==> config.mk <==
export PLATFORM = sky130hd
export DESIGN_NAME = psm_merger
export DESIGN_NICKNAME = d
export VERILOG_FILES = /design/src/design/psm_pkg.sv /design/src/design/psm_stream_if.sv /design/src/design/psm_merger.sv /design/src/design/psm_fifo.sv
export SDC_FILE = /design/constraint.sdc
export NUM_CORES = 1
export LEC_CHECK = 0
export ABC_AREA = 0
export ABC_CLOCK_PERIOD_IN_PS = 9800
export BUFFER_PORTS_ARGS = -buffer_cell sky130_fd_sc_hd__buf_2
export CAP_MARGIN = 40
export CORE_UTILIZATION = 47
export DETAILED_ROUTE_END_ITERATION = 10
export PLACE_DENSITY = 0.67
export SLEW_MARGIN = 20
export SYNTH_ARGS = -nofsm -noshare
export SYNTH_HDL_FRONTEND = slang
export SYNTH_SLANG_ARGS = --single-unit
==> constraint.sdc <==
create_clock -name MCLK -period 9.8 [get_ports MCLK]
set_input_delay 2.94 -clock MCLK [delete_from_list [all_inputs] [get_ports MCLK]]
set_output_delay 2.94 -clock MCLK [all_outputs]
set_load 0.02 [all_outputs]
==> src/design/psm_pkg.sv <==
package psm_pkg;
    // word format shared by inputs and output
    localparam int DATA_W      = 64;
    localparam int NUM_INPUTS  = 4;
    localparam int FIFO_DEPTH  = 8;
    localparam int SRC_RESET   = 0;

    typedef enum logic {
        PSM_WAIT,
        PSM_PASS
    } psm_state_t;
endpackage

==> src/design/psm_stream_if.sv <==
`timescale 1ns/1ps
// one packet word channel: data, last flag, valid and ready
interface psm_stream_if #(
    parameter int W = 64
);
    logic [W-1:0] data;
    logic         last;
    logic         valid;
    logic         ready;

    modport src (output data, output last, output valid, input ready);
    modport dst (input data, input last, input valid, output ready);
endinterface

==> src/design/psm_merger.sv <==
`timescale 1ns/1ps
//
// Behaviour
// - search starts after last served input
// - candidates wrap modulo count, served last
// - first non-empty becomes source, word forwarded
// - first word not last enters pass
// - pass forwards only from active source
// - last word returns merger to waiting
// - one word per cycle, arbitration included
// - input count parameter, index clog2 wide
// - reset to waiting, index zero
// - words carry 64 data plus last
module psm_merger
    import psm_pkg::*;
#(
    parameter int N_IN  = psm_pkg::NUM_INPUTS,
    parameter int W     = psm_pkg::DATA_W,
    parameter int DEPTH = psm_pkg::FIFO_DEPTH
) (
    input  wire logic              MCLK,
    input  wire logic              RESETN,
    input  wire logic [N_IN*W-1:0] IN_DATA,
    input  wire logic [N_IN-1:0]   IN_LAST,
    input  wire logic [N_IN-1:0]   IN_VALID,
    output logic [N_IN-1:0]        IN_READY,
    output logic [W-1:0]           OUT_DATA,
    output logic                   OUT_LAST,
    output logic                   OUT_VALID,
    input  wire logic              OUT_READY
);
    import psm_pkg::*;

    // ------------------------------------------------------------
    // widths
    // ------------------------------------------------------------
    // index width
    localparam int source_index_width = (N_IN > 1) ? $clog2(N_IN) : 1;
    localparam int FW                 = W + 1;

    psm_state_t                    merger_state_q;
    psm_state_t                    merger_state_d;
    logic [source_index_width-1:0] active_source_index_q;
    logic [source_index_width-1:0] active_source_index_d;
    logic [N_IN-1:0]               take;
    logic                          fwd;
    logic [W-1:0]                  sel_data;
    logic                          sel_last;
    logic                          mo_ready;

    // merged output goes through the buffer
    psm_stream_if #(.W(W)) merged_output_stream ();

    // ------------------------------------------------------------
    // candidate wrap
    // ------------------------------------------------------------
    // modulo wrap
    function automatic logic [source_index_width-1:0] wrap_idx(
        input int unsigned base,
        input int unsigned step
    );
        int unsigned s;
        s = base + step;
        if (s >= N_IN) begin
            s = s - N_IN;
        end
        wrap_idx = source_index_width'(s);
    endfunction

    // ------------------------------------------------------------
    // selection
    // ------------------------------------------------------------
    // the full search is one combinational pass, so arbitration costs
    // no bubble; the price is a priority chain N_IN deep
    always_comb begin
        logic [source_index_width-1:0] candidate_index;
        logic                          found;
        candidate_index       = '0;
        found                 = 1'b0;
        take                  = '0;
        fwd                   = 1'b0;
        sel_data              = '0;
        sel_last              = 1'b0;
        merger_state_d        = merger_state_q;
        active_source_index_d = active_source_index_q;
        unique case (merger_state_q)
            PSM_WAIT: begin
                for (int i = 0; i < N_IN; i++) begin
                    candidate_index = wrap_idx(int'(active_source_index_q), 1 + i);
                    if (!found && IN_VALID[candidate_index] && mo_ready) begin
                        found                 = 1'b1;
                        active_source_index_d = candidate_index;
                    end
                end
                if (found) begin
                    take[active_source_index_d] = 1'b1;
                    fwd      = 1'b1;
                    sel_data = IN_DATA[active_source_index_d*W +: W];
                    sel_last = IN_LAST[active_source_index_d];
                    if (!sel_last) begin
                        merger_state_d = PSM_PASS;
                    end
                end
            end
            PSM_PASS: begin
                if (IN_VALID[active_source_index_q] && mo_ready) begin
                    take[active_source_index_q] = 1'b1;
                    fwd      = 1'b1;
                    sel_data = IN_DATA[active_source_index_q*W +: W];
                    sel_last = IN_LAST[active_source_index_q];
                    if (sel_last) begin
                        merger_state_d = PSM_WAIT;
                    end
                end
            end
        endcase
    end

    // ------------------------------------------------------------
    // state registers
    // ------------------------------------------------------------
    // reset state
    always_ff @(posedge MCLK or negedge RESETN) begin
        if (!RESETN) begin
            merger_state_q        <= PSM_WAIT;
            active_source_index_q <= source_index_width'(SRC_RESET);
        end else begin
            merger_state_q        <= merger_state_d;
            active_source_index_q <= active_source_index_d;
        end
    end

    // ------------------------------------------------------------
    // input ready
    // ------------------------------------------------------------
    // one word per cycle
    assign IN_READY = take;

    // ------------------------------------------------------------
    // output buffer
    // ------------------------------------------------------------
    // word is data plus last
    assign merged_output_stream.data  = sel_data;
    assign merged_output_stream.last  = sel_last;
    assign merged_output_stream.valid = fwd;
    // no grant while reset is held, whatever the producers show
    assign mo_ready                   = merged_output_stream.ready && RESETN;

    logic [FW-1:0] buf_data;
    logic          buf_valid;
    logic          buf_ready;

    psm_fifo #(
        .WIDTH (FW),
        .DEPTH (DEPTH)
    ) u_fifo (
        .clk       (MCLK),
        .rst_n     (RESETN),
        .in_data   ({merged_output_stream.last, merged_output_stream.data}),
        .in_valid  (merged_output_stream.valid),
        .in_ready  (merged_output_stream.ready),
        .out_data  (buf_data),
        .out_valid (buf_valid),
        .out_ready (buf_ready)
    );

    // ------------------------------------------------------------
    // registered output stage
    // ------------------------------------------------------------
    // skid-free register: refills whenever empty or being consumed
    assign buf_ready = !OUT_VALID || OUT_READY;

    always_ff @(posedge MCLK or negedge RESETN) begin
        if (!RESETN) begin
            OUT_VALID <= 1'b0;
            OUT_DATA  <= '0;
            OUT_LAST  <= 1'b0;
        end else if (buf_ready) begin
            OUT_VALID <= buf_valid;
            // data only moves with a word, so an idle output never shows unwritten storage
            if (buf_valid) begin
                OUT_DATA <= buf_data[W-1:0];
                OUT_LAST <= buf_data[W];
            end
        end
    end
endmodule

==> src/design/psm_fifo.sv <==
`timescale 1ns/1ps
module psm_fifo #(
    parameter int WIDTH = 65,
    parameter int DEPTH = 8
) (
    input  wire logic             clk,
    input  wire logic             rst_n,
    input  wire logic [WIDTH-1:0] in_data,
    input  wire logic             in_valid,
    output logic                  in_ready,
    output logic [WIDTH-1:0]      out_data,
    output logic                  out_valid,
    input  wire logic             out_ready
);
    localparam int AW = (DEPTH > 1) ? $clog2(DEPTH) : 1;

    logic [WIDTH-1:0] mem_q [DEPTH];
    logic [AW-1:0]    wr_q;
    logic [AW-1:0]    rd_q;
    logic [AW:0]      cnt_q;
    logic             push;
    logic             pop;

    // pointer wrap, used for both ends
    function automatic logic [AW-1:0] nxt(input logic [AW-1:0] p);
        nxt = (p == AW'(DEPTH - 1)) ? '0 : p + 1'b1;
    endfunction

    assign in_ready  = (cnt_q != (AW+1)'(DEPTH));
    assign out_valid = (cnt_q != '0);
    assign out_data  = mem_q[rd_q];
    assign push      = in_valid && in_ready;
    assign pop       = out_valid && out_ready;

    // storage needs no reset, only the pointers and the count do
    always_ff @(posedge clk) begin
        if (push) begin
            mem_q[wr_q] <= in_data;
        end
    end

    always_ff @(posedge clk or negedge rst_n) begin
        if (!rst_n) begin
            wr_q  <= '0;
            rd_q  <= '0;
            cnt_q <= '0;
        end else begin
            if (push) begin
                wr_q <= nxt(wr_q);
            end
            if (pop) begin
                rd_q <= nxt(rd_q);
            end
            cnt_q <= cnt_q + (AW+1)'(push) - (AW+1)'(pop);
        end
    end
endmodule

==> impl_results.md <==
- Status: complete, no violations
- Starting density of the core: 0.478
- Setup_tns: 0 ns
- RSZ-0062 raised after global routing: false
- WS Path Type: in2out
- Gate power share: 0.415
- Initial antenna violation count: 4
- Die Span X: 242 um
- Fmax achieved: about 120 MHz
- Worst setup SP type: primary input
- Post-synth ARST share: 0.132
- Final ANT Viol Nets: 0
- Mapped Avg Cell Area: 16.1 um2
- Fill cell count: 4440
- Area growth from synthesis to layout: 16.7%
- Cell with the most instances after synthesis: edfxtp_1
- Hold_buf cts: 0
- R2r worst-path depth: 11
- H-tree depth: 2
- Most frequent cells after synthesis: edfxtp_1 (520), nand2_1 (265), mux4_2 (198)
- Pleak: 11.4 nW
- Ys Warns: 0
- Slew Viols, Final: 0
- Die area: 58700 um2
- IO Pins: 337
- #FFs+latches synth: 599
- PostCTS Resize Cnt: 0
- Top-area cell type share of the netlist area: 0.576
- Clock tree buffer depth: 3
- Detailed router's first-iteration violation count: roughly 1300
- Maximum VDD drop: ~230 uV
- Layout cells sized above 1: 0.356
- 1st-pass router iterations: 7
- Clock Latency Late Sink: 0.62 ns
- CTS tree: built
- Min-Delay Path Class: reg2reg
- Yosys top cell by area: edfxtp_1
- # setup viols final: 0
- Postcts setup bufs: 0
- Switching share of power: 0.369
- Final hold viol count: 0
- Wire per inst: between 20 and 25 um
- Prevailing post-synth register cell: edfxtp_1
- Nets: 2269
- Worst hold path depth: 2
- Rel. slew slack: 0.410
- Synthesized instance count: 1682
- Critical path required time: 6.86 ns
- Critical Path End Type: primary output
- Non-Filler Instances: about 2800
- Post-Place Cells: 2682
- Rows: 87
- Final worst-path cycle share: 0.834
- Crit-path max FO: 59
- Vias in the first global route: 16900
- CP arrival: 5.23 ns
- Cell Area, Synth: 27100 um2
- Sequential share of power: 0.366
- Syn_nets: 1964
- Post-synth EDFFs: 520
- Sequential area share after synthesis: 0.649
- Post-DP HPWL: 40100 um
- Remaining DRCs: 0
- Root Buffer: clkbuf_16
- Detailed Route WL: 65400 um
- Clk slew on worst S/H paths: 0.06 ns
- Antenna cells: 0
- GR Util All Layers: 0.224
- Skew final: 0.0256 ns
- Die Y: 242 um
- Placer Congestion: 0.823
- PwrDens: 324 nW/um2
- Via Count: roughly 17000
- Pin count of the biggest net entering global routing: just under 80
- Core area: around 57000 um2
- Int Pwr: between 0.006 and 0.007 W
- Via-per-instance ratio: between 5 and 6
- Switching power: about 0.0038 W
- Min Clock Period, post-route: 8.17 ns
- Cts bufs inserted: 57
- Clk sinks: 599
- # port buffers: 336
- Grt ovf: 0
- Distinct cells, synth: 48
- Max_cap viols: 0
- Clock share of power: 0.219
- Worst-Margin Slew: around 0.89 ns
- First-pass GRT wire length: 100000 um
- Synth area leaders: edfxtp_1 (58%), mux4_2 (16%), dfrtp_1 (7.3%)
cell type report:
class | count | area, um2 | area share
flip-flops and latches | 599 | 17600 | 0.557
multi-input cells | 941 | 8970 | 0.284
repair buffers | 376 | 2120 | 0.0671
clock buffers | 69 | 1500 | 0.0475
well taps | 756 | 946 | 0.0299
clock inverters | 39 | 443 | 0.0140
inverters | 12 | 45.0 | 0.00142
logic make-up after synthesis:
| family | Yosys count | share of synthesized area |
|---|---|---|
| multiplexers | 275 | 0.193 |
| adder cells (fa/ha/maj) | 15 | 0.00720 |
| AO/OA/AOI/OAI | 156 | 0.0436 |
| AND/OR/NAND/NOR | 492 | 0.0825 |
| XOR/XNOR | 3 | 0.000969 |
| buffers and inverters | 142 | 0.0239 |
| flip-flops | 599 | 0.649 |
registers in the layout (all words and copies together) (netlist names):
| register | flops |
|---|---|
| OUT_VALID | 1 |
| OUT_DATA | 64 |
| u_fifo.rd_q | 3 |
| merger_state_q | 1 |
| u_fifo.wr_q | 3 |
| u_fifo.cnt_q | 4 |
| OUT_LAST | 1 |
| u_fifo.mem_q | 520 |
| active_source_index_q | 2 |
through the flow:
step                total power (W)  instance area [um2]  hold slack, ns   util  worst slack [ns]
finish                       0.0103                31600           0.521  0.558              1.63
global placement            0.00790                29500           0.508  0.520              1.69
global route                 0.0108                31600           0.543  0.558              1.55
floorplan                   0.00688                27100           0.473      -             0.241
detailed placement          0.00808                29600           0.514  0.523              1.65
CTS                          0.0103                31600           0.527  0.557              1.62
path summary, 6_finish.rpt:
check,start,end,slack (ns)
max in group asynchronous,RESETN,OUT_DATA[20]$_DFFE_PN0P_,6.17
setup / recovery,IN_VALID[2],IN_READY[1],1.63
setup reg to reg,active_source_index_q[1]$_DFFE_PN0N_,u_fifo.mem_q[5][28]$_DFFE_PP_,4.52
hold reg to reg,OUT_DATA[17]$_DFFE_PN0P_,OUT_DATA[17]$_DFFE_PN0P_,0.52
hold / removal,OUT_DATA[17]$_DFFE_PN0P_,OUT_DATA[17]$_DFFE_PN0P_,0.52
min in group asynchronous,RESETN,OUT_DATA[56]$_DFFE_PN0P_,2.52
per-layer routing:
layer	wire length (um)	global-route usage	share of wire
met2	32900	0.380	0.50
met4	1320	0.0588	0.020
met1	26900	0.297	0.41
met5	57	0	0.00087
met3	4130	0.0413	0.063
power by group through the flow:
stage	sequential (W)	combinational [W]	clock (W)
after floorplan	0.00380	0.00308	0
after global routing	0.00380	0.00462	0.00238
after detailed placement	0.00381	0.00427	0
after global placement	0.00386	0.00404	0
final	0.00375	0.00425	0.00225
after CTS	0.00376	0.00428	0.00229
critical path, cell delays in order:
cell and delay, ns:
buf_2 0.17, mux4_2 0.52, nor2b_1 0.18, o211ai_2 0.24, and3_4 0.72, a32o_1 0.29, buf_2 0.17
cells in the final DEF (no fill, tap or decap), types with 7 or more instances in the layout:
master and count:
a21oi_1 70, mux4_2 198, clkinv_1 10, ha_1 14, nor2_1 69, mux2i_1 70
edfxtp_1 520, inv_1 11, clkinv_2 7, clkbuf_16 57, mux2_2 7, dfrtp_1 74
buf_2 335, clkbuf_1 9, nand2_1 265, nand3_2 30, a32o_1 68, bufinv_16 8
nand3_1 99, buf_4 33
No activity file was read; power rests on OpenSTA's default activity.
